## config.mk

```make
export PLATFORM = sky130hd
export DESIGN_NAME = pmic_config_fault_registers
export DESIGN_NICKNAME = d
export VERILOG_FILES = /design/src/design/pmic_regs_pkg.sv /design/src/design/pmic_config_fault_registers.sv /design/src/design/strap_sampler.sv
export SDC_FILE = /design/constraint.sdc
export NUM_CORES = 1
export LEC_CHECK = 0
export ABC_AREA = 1
export BUFFER_PORTS_ARGS = -buffer_cell sky130_fd_sc_hd__buf_4
export CORE_ASPECT_RATIO = 0.5
export CORE_UTILIZATION = 40
export CTS_BUF_LIST = sky130_fd_sc_hd__clkbuf_4 sky130_fd_sc_hd__clkbuf_8
export CTS_CLUSTER_DIAMETER = 100
export DETAILED_ROUTE_END_ITERATION = 7
export HOLD_SLACK_MARGIN = 0.02
export PLACE_DENSITY = 0.68
export SETUP_SLACK_MARGIN = 0.05
export SLEW_MARGIN = 40
export SYNTH_ARGS = -nofsm -noshare
export SYNTH_HDL_FRONTEND = slang
export SYNTH_SLANG_ARGS = --single-unit
```

## constraint.sdc

```tcl
create_clock -name sys_clk -period 7.98 [get_ports sys_clk]
set_input_delay 0.798 -clock sys_clk [delete_from_list [all_inputs] [get_ports sys_clk]]
set_output_delay 0.798 -clock sys_clk [all_outputs]
set_load 0.1 [all_outputs]
```

## src/design/pmic_regs_pkg.sv

```systemverilog
package pmic_regs_pkg;

    // -------------------------------------------------------------------------
    // register offsets
    // -------------------------------------------------------------------------
    localparam logic [7:0] ADDR_RESERVED_ZERO   = 8'h00;
    localparam logic [7:0] ADDR_SHUTDOWN_SEQ    = 8'h01;
    localparam logic [7:0] ADDR_OUTPUT_ENABLE   = 8'h02;
    localparam logic [7:0] ADDR_POWER_EVENT     = 8'h03;
    localparam logic [7:0] ADDR_GATE_SETTING    = 8'h04;
    localparam logic [7:0] ADDR_GATE_FAULT      = 8'h05;
    localparam logic [7:0] ADDR_CH2_SETTING     = 8'h06;
    localparam logic [7:0] ADDR_CH2_FAULT       = 8'h07;
    localparam logic [7:0] ADDR_CH3_SETTING     = 8'h08;
    localparam logic [7:0] ADDR_CH3_FAULT       = 8'h09;
    localparam logic [7:0] ADDR_CH4_SETTING     = 8'h0a;
    localparam logic [7:0] ADDR_CH4_FAULT       = 8'h0b;
    localparam logic [7:0] ADDR_CH5_SETTING     = 8'h0c;
    localparam logic [7:0] ADDR_CH5_SOFT_START  = 8'h0d;
    localparam logic [7:0] ADDR_CH5_FAULT       = 8'h0e;
    localparam logic [7:0] ADDR_CH6_SETTING     = 8'h0f;
    localparam logic [7:0] ADDR_CH6_SOFT_START  = 8'h10;
    localparam logic [7:0] ADDR_CH6_FAULT       = 8'h11;
    localparam logic [7:0] ADDR_CH7_SETTING     = 8'h12;
    localparam logic [7:0] ADDR_CH7_SWITCHING_RATE_PIN_SS     = 8'h13;
    localparam logic [7:0] ADDR_CH7_FAULT       = 8'h14;
    localparam logic [7:0] ADDR_CH8_SETTING     = 8'h15;
    localparam logic [7:0] ADDR_CH8_MODE        = 8'h16;
    localparam logic [7:0] ADDR_CH8_FAULT       = 8'h17;
    localparam logic [7:0] ADDR_FAULT_SUMMARY   = 8'h18;
    localparam logic [7:0] ADDR_BUS_MODE        = 8'h19;
    localparam logic [7:0] ADDR_CH3_FINE_REF    = 8'h49;
    localparam logic [7:0] ADDR_CH7_DIRECT_CTRL = 8'h58;
    localparam logic [7:0] ADDR_CH7_FINE_REF    = 8'h59;

    // -------------------------------------------------------------------------
    // field layout and reset values
    // -------------------------------------------------------------------------
    localparam int         NUM_CH         = 8;
    localparam int         NUM_RW         = 18;
    localparam int         FLT_W          = 5;
    localparam int         FLT_LSB        = 1;
    localparam int         DVS_BIT        = 0;
    localparam int         SSTIME_LSB     = 0;
    localparam int         COLDF_BIT      = 3;
    localparam int         SHTD_BIT       = 4;
    localparam logic [7:0] RW_RESET       = 8'h00;
    localparam logic [4:0] FLT_MASK_FULL  = 5'h1f;
    localparam logic [4:0] FLT_MASK_UV_OV = 5'h03;
    localparam int         CH_UV_OV_ONLY  = 6;

    // -------------------------------------------------------------------------
    // strap decode thresholds, in 32nds of the internal rail
    // -------------------------------------------------------------------------
    localparam int         STRAP_W   = 6;
    localparam logic [5:0] FSW_T1000 = 6'h09;
    localparam logic [5:0] FSW_T1250 = 6'h0d;
    localparam logic [5:0] FSW_T1500 = 6'h11;
    localparam logic [5:0] FSW_T1750 = 6'h15;
    localparam logic [5:0] STRAP_FULL = 6'h20;
    localparam logic [5:0] SS_T2MS   = 6'h0b;
    localparam logic [5:0] SS_T8MS   = 6'h13;

    // -------------------------------------------------------------------------
    // types
    // -------------------------------------------------------------------------
    typedef enum logic [2:0] {
        FSW_750  = 3'h0,
        FSW_1000 = 3'h1,
        FSW_1250 = 3'h2,
        FSW_1500 = 3'h3,
        FSW_1750 = 3'h4,
        FSW_2000 = 3'h5
    } switching_rate_pin_sel_t;

    typedef enum logic [1:0] {
        SS_0P5MS = 2'h0,
        SS_2MS   = 2'h1,
        SS_8MS   = 2'h2,
        SS_32MS  = 2'h3
    } ss_sel_t;

    typedef struct packed {
        logic tsd;
        logic sc;
        logic ilim;
        logic uv;
        logic ov;
    } fault_evt_t;

    typedef logic [NUM_RW-1:0][7:0] rw_bank_t;

    typedef struct packed {
        logic       hit;
        logic [4:0] idx;
        logic [7:0] mask;
    } rw_hit_t;

    typedef struct packed {
        logic       hit;
        logic [2:0] ch;
    } st_hit_t;

    // -------------------------------------------------------------------------
    // decode functions
    // -------------------------------------------------------------------------
    function automatic rw_hit_t rw_lookup(input logic [7:0] a);
        rw_hit_t r;
        r = '{hit: 1'b1, idx: 5'h00, mask: 8'h1f};
        case (a)
            ADDR_SHUTDOWN_SEQ:    r.idx = 5'h00;
            ADDR_OUTPUT_ENABLE:   begin r.idx = 5'h01; r.mask = 8'h3f; end
            ADDR_GATE_SETTING:    r.idx = 5'h02;
            ADDR_CH2_SETTING:     r.idx = 5'h03;
            ADDR_CH3_SETTING:     r.idx = 5'h04;
            ADDR_CH4_SETTING:     r.idx = 5'h05;
            ADDR_CH5_SETTING:     r.idx = 5'h06;
            ADDR_CH5_SOFT_START:  begin r.idx = 5'h07; r.mask = 8'h03; end
            ADDR_CH6_SETTING:     r.idx = 5'h08;
            ADDR_CH6_SOFT_START:  begin r.idx = 5'h09; r.mask = 8'h03; end
            ADDR_CH7_SETTING:     r.idx = 5'h0a;
            ADDR_CH7_SWITCHING_RATE_PIN_SS:     begin r.idx = 5'h0b; r.mask = 8'h0f; end
            ADDR_CH8_SETTING:     r.idx = 5'h0c;
            ADDR_CH8_MODE:        begin r.idx = 5'h0d; r.mask = 8'h7f; end
            ADDR_BUS_MODE:        begin r.idx = 5'h0e; r.mask = 8'h01; end
            ADDR_CH3_FINE_REF:    begin r.idx = 5'h0f; r.mask = 8'hff; end
            ADDR_CH7_DIRECT_CTRL: begin r.idx = 5'h10; r.mask = 8'hd0; end
            ADDR_CH7_FINE_REF:    begin r.idx = 5'h11; r.mask = 8'hff; end
            default:              begin r.hit = 1'b0; r.mask = 8'h00; end
        endcase
        return r;
    endfunction

    function automatic st_hit_t st_lookup(input logic [7:0] a);
        st_hit_t r;
        r = '{hit: 1'b1, ch: 3'h0};
        case (a)
            ADDR_GATE_FAULT: r.ch = 3'h0;
            ADDR_CH2_FAULT:  r.ch = 3'h1;
            ADDR_CH3_FAULT:  r.ch = 3'h2;
            ADDR_CH4_FAULT:  r.ch = 3'h3;
            ADDR_CH5_FAULT:  r.ch = 3'h4;
            ADDR_CH6_FAULT:  r.ch = 3'h5;
            ADDR_CH7_FAULT:  r.ch = 3'h6;
            ADDR_CH8_FAULT:  r.ch = 3'h7;
            default:         r.hit = 1'b0;
        endcase
        return r;
    endfunction

    function automatic switching_rate_pin_sel_t fsw_decode(input logic [5:0] code);
        if (code >= STRAP_FULL)     return FSW_2000;
        else if (code >= FSW_T1750) return FSW_1750;
        else if (code >= FSW_T1500) return FSW_1500;
        else if (code >= FSW_T1250) return FSW_1250;
        else if (code >= FSW_T1000) return FSW_1000;
        else                        return FSW_750;
    endfunction

    function automatic ss_sel_t ss_decode(input logic [5:0] code);
        if (code >= STRAP_FULL)   return SS_32MS;
        else if (code >= SS_T8MS) return SS_8MS;
        else if (code >= SS_T2MS) return SS_2MS;
        else                      return SS_0P5MS;
    endfunction

endpackage

```

## src/design/pmic_config_fault_registers.sv

```systemverilog
`timescale 1ns/1ps
`default_nettype none
module pmic_config_fault_registers
    import pmic_regs_pkg::*;
(
    input  wire logic                     sys_clk,
    input  wire logic                     rst,
    input  wire logic                     ce,
    input  wire logic                     reg_wr_en,
    input  wire logic                     reg_rd_en,
    input  wire logic [7:0]               reg_addr,
    input  wire logic [7:0]               reg_wdata,
    output logic [7:0]                    reg_rdata,
    output logic                          reg_rvalid,
    input  wire fault_evt_t [NUM_CH-1:0]  fault_evt,
    input  wire logic [NUM_CH-1:0]        dvs_level,
    input  wire logic                     cold_start_evt,
    input  wire logic                     hard_shutdown_evt,
    input  wire logic [STRAP_W-1:0]       switching_rate_pin,
    input  wire logic                     switching_rate_pin_open,
    input  wire logic [STRAP_W-1:0]       soft_start_pin,
    output var  rw_bank_t                 cfg_out,
    output logic [NUM_CH-1:0]             fault_summary,
    output var  switching_rate_pin_sel_t                primary_switch_rate,
    output var  ss_sel_t                  soft_start_time,
    output logic                          strap_valid
);

    // -------------------------------------------------------------------------
    // declarations
    // -------------------------------------------------------------------------
    logic [NUM_CH-1:0][FLT_W-1:0] fault_reg;
    logic [NUM_CH-1:0][FLT_W-1:0] fault_next;
    logic [NUM_CH-1:0][FLT_W-1:0] evt_masked;
    logic [NUM_CH-1:0]            dvs_reg;
    logic                         cold_flag_reg;
    logic                         shtd_flag_reg;
    logic [7:0]                   rdata_next;
    logic [7:0]                   wdata_masked;
    rw_hit_t                      rw_hit;
    st_hit_t                      st_hit;
    logic                         wr_go;
    logic                         rd_go;

    // -------------------------------------------------------------------------
    // strap capture
    // -------------------------------------------------------------------------
    strap_sampler u_strap (
        .sys_clk                 (sys_clk),
        .rst                     (rst),
        .ce                      (ce),
        .switching_rate_pin      (switching_rate_pin),
        .switching_rate_pin_open (switching_rate_pin_open),
        .soft_start_pin          (soft_start_pin),
        .primary_switch_rate     (primary_switch_rate),
        .soft_start_time         (soft_start_time),
        .strap_valid             (strap_valid)
    );

    // -------------------------------------------------------------------------
    // access decode
    // -------------------------------------------------------------------------
    // byte access by 8-bit offset, one byte per strobe
    assign wr_go        = ce && reg_wr_en;
    assign rd_go        = ce && reg_rd_en;
    assign rw_hit       = rw_lookup(reg_addr);
    assign st_hit       = st_lookup(reg_addr);
    assign wdata_masked = reg_wdata & rw_hit.mask;

    // -------------------------------------------------------------------------
    // configuration registers
    // -------------------------------------------------------------------------
    // only writable bits are stored, reserved bits stay zero
    always_ff @(posedge sys_clk or posedge rst) begin
        if (rst) begin
            cfg_out <= {NUM_RW{RW_RESET}};
        end else if (wr_go && rw_hit.hit) begin
            cfg_out[rw_hit.idx] <= wdata_masked;
        end
    end

    // -------------------------------------------------------------------------
    // per-regulator fault capture
    // -------------------------------------------------------------------------
    // channel seven only reports under- and over-voltage
    always_comb begin
        for (int c = 0; c < NUM_CH; c++) begin
            evt_masked[c] = fault_evt[c] & ((c == CH_UV_OV_ONLY) ? FLT_MASK_UV_OV
                                                                  : FLT_MASK_FULL);
        end
    end

    // read of a status register clears its fault flags; a new event in that cycle wins
    always_comb begin
        for (int c = 0; c < NUM_CH; c++) begin
            fault_next[c] = fault_reg[c];
            if (rd_go && st_hit.hit && st_hit.ch == c[2:0]) begin
                fault_next[c] = '0;
            end
            fault_next[c] = fault_next[c] | evt_masked[c];
        end
    end

    always_ff @(posedge sys_clk or posedge rst) begin
        if (rst) begin
            fault_reg <= '0;
        end else if (ce) begin
            fault_reg <= fault_next;
        end
    end

    // summary flag per regulator follows its sticky fault bits
    always_ff @(posedge sys_clk or posedge rst) begin
        if (rst) begin
            fault_summary <= '0;
        end else if (ce) begin
            for (int c = 0; c < NUM_CH; c++) begin
                fault_summary[c] <= |fault_next[c];
            end
        end
    end

    // dvs level status registered for a stable read value
    always_ff @(posedge sys_clk or posedge rst) begin
        if (rst) begin
            dvs_reg <= '0;
        end else if (ce) begin
            dvs_reg <= dvs_level;
        end
    end

    // -------------------------------------------------------------------------
    // power event flags
    // -------------------------------------------------------------------------
    // host may write the flags; a hardware event in the same cycle wins
    always_ff @(posedge sys_clk or posedge rst) begin
        if (rst) begin
            cold_flag_reg <= 1'b0;
            shtd_flag_reg <= 1'b0;
        end else if (ce) begin
            if (wr_go && reg_addr == ADDR_POWER_EVENT) begin
                cold_flag_reg <= reg_wdata[COLDF_BIT] | cold_start_evt;
                shtd_flag_reg <= reg_wdata[SHTD_BIT] | hard_shutdown_evt;
            end else begin
                cold_flag_reg <= cold_flag_reg | cold_start_evt;
                shtd_flag_reg <= shtd_flag_reg | hard_shutdown_evt;
            end
        end
    end

    // -------------------------------------------------------------------------
    // read path
    // -------------------------------------------------------------------------
    // unmapped and reserved offsets read as zero
    always_comb begin
        rdata_next = 8'h00;
        if (rw_hit.hit) begin
            rdata_next = cfg_out[rw_hit.idx];
        end else if (st_hit.hit) begin
            rdata_next[FLT_LSB +: FLT_W] = fault_reg[st_hit.ch];
            rdata_next[DVS_BIT]          = dvs_reg[st_hit.ch];
        end else if (reg_addr == ADDR_FAULT_SUMMARY) begin
            rdata_next = fault_summary;
        end else if (reg_addr == ADDR_POWER_EVENT) begin
            rdata_next[SSTIME_LSB +: 2] = soft_start_time;
            rdata_next[COLDF_BIT]       = cold_flag_reg;
            rdata_next[SHTD_BIT]        = shtd_flag_reg;
        end
    end

    // read data returned one cycle after the strobe
    always_ff @(posedge sys_clk or posedge rst) begin
        if (rst) begin
            reg_rdata  <= 8'h00;
            reg_rvalid <= 1'b0;
        end else if (ce) begin
            reg_rvalid <= rd_go;
            if (rd_go) begin
                reg_rdata <= rdata_next;
            end
        end
    end
endmodule
`default_nettype wire

```

## src/design/strap_sampler.sv

```systemverilog
`timescale 1ns/1ps
`default_nettype none
module strap_sampler
    import pmic_regs_pkg::*;
(
    input  wire logic               sys_clk,
    input  wire logic               rst,
    input  wire logic               ce,
    input  wire logic [STRAP_W-1:0] switching_rate_pin,
    input  wire logic               switching_rate_pin_open,
    input  wire logic [STRAP_W-1:0] soft_start_pin,
    output var  switching_rate_pin_sel_t          primary_switch_rate,
    output var  ss_sel_t            soft_start_time,
    output logic                    strap_valid
);

    typedef enum logic [1:0] {
        ST_WAIT = 2'b01,
        ST_HELD = 2'b10
    } strap_state_t;

    strap_state_t state_reg;

    // -------------------------------------------------------------------------
    // one-shot capture after reset release
    // -------------------------------------------------------------------------
    always_ff @(posedge sys_clk or posedge rst) begin
        if (rst) begin
            state_reg <= ST_WAIT;
        end else if (ce) begin
            case (state_reg)
                ST_WAIT: state_reg <= ST_HELD;
                ST_HELD: state_reg <= ST_HELD; // held until next power-up
                default: state_reg <= ST_WAIT;
            endcase
        end
    end

    // decoded values latched once, later pin changes ignored
    always_ff @(posedge sys_clk or posedge rst) begin
        if (rst) begin
            primary_switch_rate <= FSW_750;
            soft_start_time     <= SS_0P5MS;
            strap_valid         <= 1'b0;
        end else if (ce && state_reg == ST_WAIT) begin
            // open pin starts at the lowest rate
            primary_switch_rate <= switching_rate_pin_open ? FSW_750
                                 : fsw_decode(switching_rate_pin);
            soft_start_time     <= ss_decode(soft_start_pin);
            strap_valid         <= 1'b1;
        end
    end
endmodule
`default_nettype wire

```

==> results.md <==
* Outcome: finished, violations left
* Failing checks: DRC
* Clk Latency, worst-skew pair at 0.56 ns
* Vias in the first global route at 9982
* Hold crit path type: in2async
* Critical path capture point type: flip-flop
* Crit path kind: in2reg
* Most common cell after layout, fill and taps aside: nand2_1
* Mapped cell area at between 0.01 and 0.015 mm²
* # setup viols final at 0
* Final WS setup at roughly 3.8 ns
* Synth warnings at 0
* WL final at 35.92 mm
* Max Buffers Root-to-Sink at 3
* CTS tree: yes
* Peak Freq at around 240 MHz
* Initial Util at 40.78%
* Worst path arrival time at 4.58 ns
* Slew of the pin with the lowest slew margin at 0.8039 ns
* Post-DR wirelength/cell at 17.57 µm
* Max reg flops at 144
* CP peak stage delay at 0.75 ns
* Cell seen most often among critical-path stages: nand2_1
* Port bufs at between 200 and 250
* CTS sink count at about 220
* Sum of negative setup slack at 0 ns
* Top post-synthesis cells by area: dfrtp_1, nand2_1, o21ai_0
* Pleak at 7.255 nW
* Synth unique cells at 38
* Top cell type's share of synthesized area at between 50% and 60%
* Largest area contributor in the netlist: dfrtp_1
* Filler cells at 2630
* Hold WS at 0.1918 ns
* Number of flops mapped to enable cells by yosys at 0
* Design Area, Final at ~0.014 mm²
* Rel. slew slack at 46.21%
* Dpl ws at approximately 3.4 ns
* Clk pin slew, worst setup/hold paths at 0.07 ns
* Final Max Slew Viols at 0
* Core area at 0.02643 mm²
* Reg-to-Reg End: u_strap.primary_switch_rate[1]$_DFFE_PP0P_
* Vias/cell at just over 5
* Syn Inst Count at 1442
* GR Overflow Total at 0
* DRT Pass-1 Iters at 8
* Reg2reg start: u_strap.state_reg[0]$_DFFE_PP1P_
* Post-CTS Setup Bufs at 0
* Final worst path period need at 4.165 ns
* Crit start category: input port
* Die height at 118.1 µm
* Top_reg_cell synth: dfrtp_1
* Post-route ant nets at 0
* Period utilization at roughly 52%
* PD cells at between 150 and 200 mW/mm²
* Hpwl dp at ~26 mm
* Post_cts resized at 0
* Largest net degree at the start of global routing at 141
* Die ar. at 0.02765 mm²
* Ys async rst share at between 90% and 100%
* Yosys reg bits at 219
* Syn Nets at 1527
* IO Pins at 251
* Root buf cell: clkbuf_8
* Total CTS buffers at 36
* Most frequent cells in the layout: nand2_1, buf_4, dfrtp_1
* Placed cell area at around 0.013 mm²
* Synth-to-layout area growth at 26.29%
* CTS Hold Buffers Added at 0
* VDD IR max at 101.3 µV
* Critical Path, Cell by Cell: buf_4 > nor2_1 > nand2_2 > inv_2 > nand2_1 > nand2_1 > nor2_2 > nand2_4 > inv_4 > nor2_2 > buf_4 > nand2_1 > nand2_1 > o21ai_0 > nand3_1 > o21ai_0 > nand2_1
* CP max FO at 63
* First-pass GRT wire length at 55.89 mm
* Post-Syn Area per Cell at around 7.5 µm²
* Data required time at the worst endpoint at 8.40 ns
* First DRT Iteration DRCs at 932
* Cell depth of the worst flop-to-flop path at 4
* Cell row count at 42
* GPL Wtd Cong at between 0.8 and 0.9
* Routed vias at ~10000
* NumNets Final at 1755
* Antenna violations before repair at 0
* Htree depth at 2
* Total of max-cap violations at 0
* Crit-path slowest cell: inv_4
* Layout cell share with drive strength beyond 1 at just over 20%
* Final hold vios at 0
* Reg2reg setup slack at 6.29 ns
* Die extent in x at 234.2 µm
* GRT Total Usage at 26.25%
* Seq/Total Area, Yosys at 50.85%
* RSZ-0062 raised after global routing: no
* Final Skew at between 0.03 and 0.04 ns
* Post-route DRC at 14
[critical path: cells and delay by family]
family	cells	cell delay (ns)
buffers and inverters	4	1.23
and+or+nand+nor	11	2.05
AOI/OAI and AO/OA	2	0.45
[cell type report]
class | instances | area, µm² | share of cell area, %
repair buffers | 254 | 1931 | 14.18
flip-flops and latches | 219 | 5482 | 40.26
clock buffers | 56 | 689.4 | 5.064
diodes | 1 | 2.502 | 0.01838
inverters | 138 | 534.3 | 3.924
multi-input cells | 1021 | 4512 | 33.14
clock inverters | 3 | 23.77 | 0.1746
well taps | 352 | 440.4 | 3.235
[worst max path at each step]
| stage | startpoint | end | slack (ns) | depth (start not counted) |
|---|---|---|---|---|
| global route | reg_addr[5] | reg_rdata[0]$_DFFE_PP0P_ | 3.52 | 17 |
| finish | reg_addr[5] | reg_rdata[3]$_DFFE_PP0P_ | 3.81 | 17 |
| floorplan | rst | cfg_out[0]$_DFFE_PP0P_ | 1.19 | 1 |
| detailed placement | reg_addr[5] | reg_rdata[3]$_DFFE_PP0P_ | 3.37 | 17 |
| CTS | reg_addr[5] | reg_rdata[3]$_DFFE_PP0P_ | 3.93 | 17 |
| global placement | reg_addr[5] | reg_rdata[3]$_DFFE_PP0P_ | 2.92 | 17 |
[metal layers]
metal	vias up	wire (µm)	part of all wire (%)	global-route usage, %
li1	5067	-	-	-
met1	4935	15840	44	36.30
met2	360	16460	46	40.62
met3	72	2450	6.8	5.717
met4	0	1172	3.3	8.969
met5	-	0	0	0
[cell usage after synthesis (all sizes together), types with 2 or more instances]
master / count
clkbuf: 36
a22o: 2
o21bai: 6
nor4: 5
inv: 135
clkinv: 3
o31ai: 2
a21oi: 52
nand3: 108
o21ai: 151
or2: 5
nand2: 551
dfrtp: 218
nor3: 8
buf: 28
a22oi: 3
nand4: 25
a31oi: 2
nor2: 96
[cells by family (layout without fill, tap and decap cells)]
kind of cell / Yosys count / after routing / share of synthesized area (%)
AND/OR/NAND/NOR: 799 / 799 / 31.00
AO/OA/AOI/OAI: 221 / 221 / 10.69
flip-flops: 219 / 219 / 50.85
buffers and inverters: 202 / 451 / 7.347
adder cells (fa/ha/maj): 1 / 1 / 0.1160
other: 0 / 1 / 0
[stage by stage]
stage / util [%] / power, mW / instances
2_1_floorplan: - / 1.436 / 1442
3_3_place_gp: 48.64 / 1.545 / 1983
3_5_place_dp: 48.68 / 1.549 / 1983
4_1_cts: 51.38 / 2.553 / 2042
5_1_grt: 51.50 / 2.631 / 2043
6_report: 51.51 / 2.543 / 2044
[report_power, final]
group          internal (mW)  leakage [nW]  switching (mW)
registers               1.15          2.80          0.0264
logic                 0.0903          4.08           0.259
clock network          0.547         0.374           0.467
No activity file was read; power rests on OpenSTA's default activity.
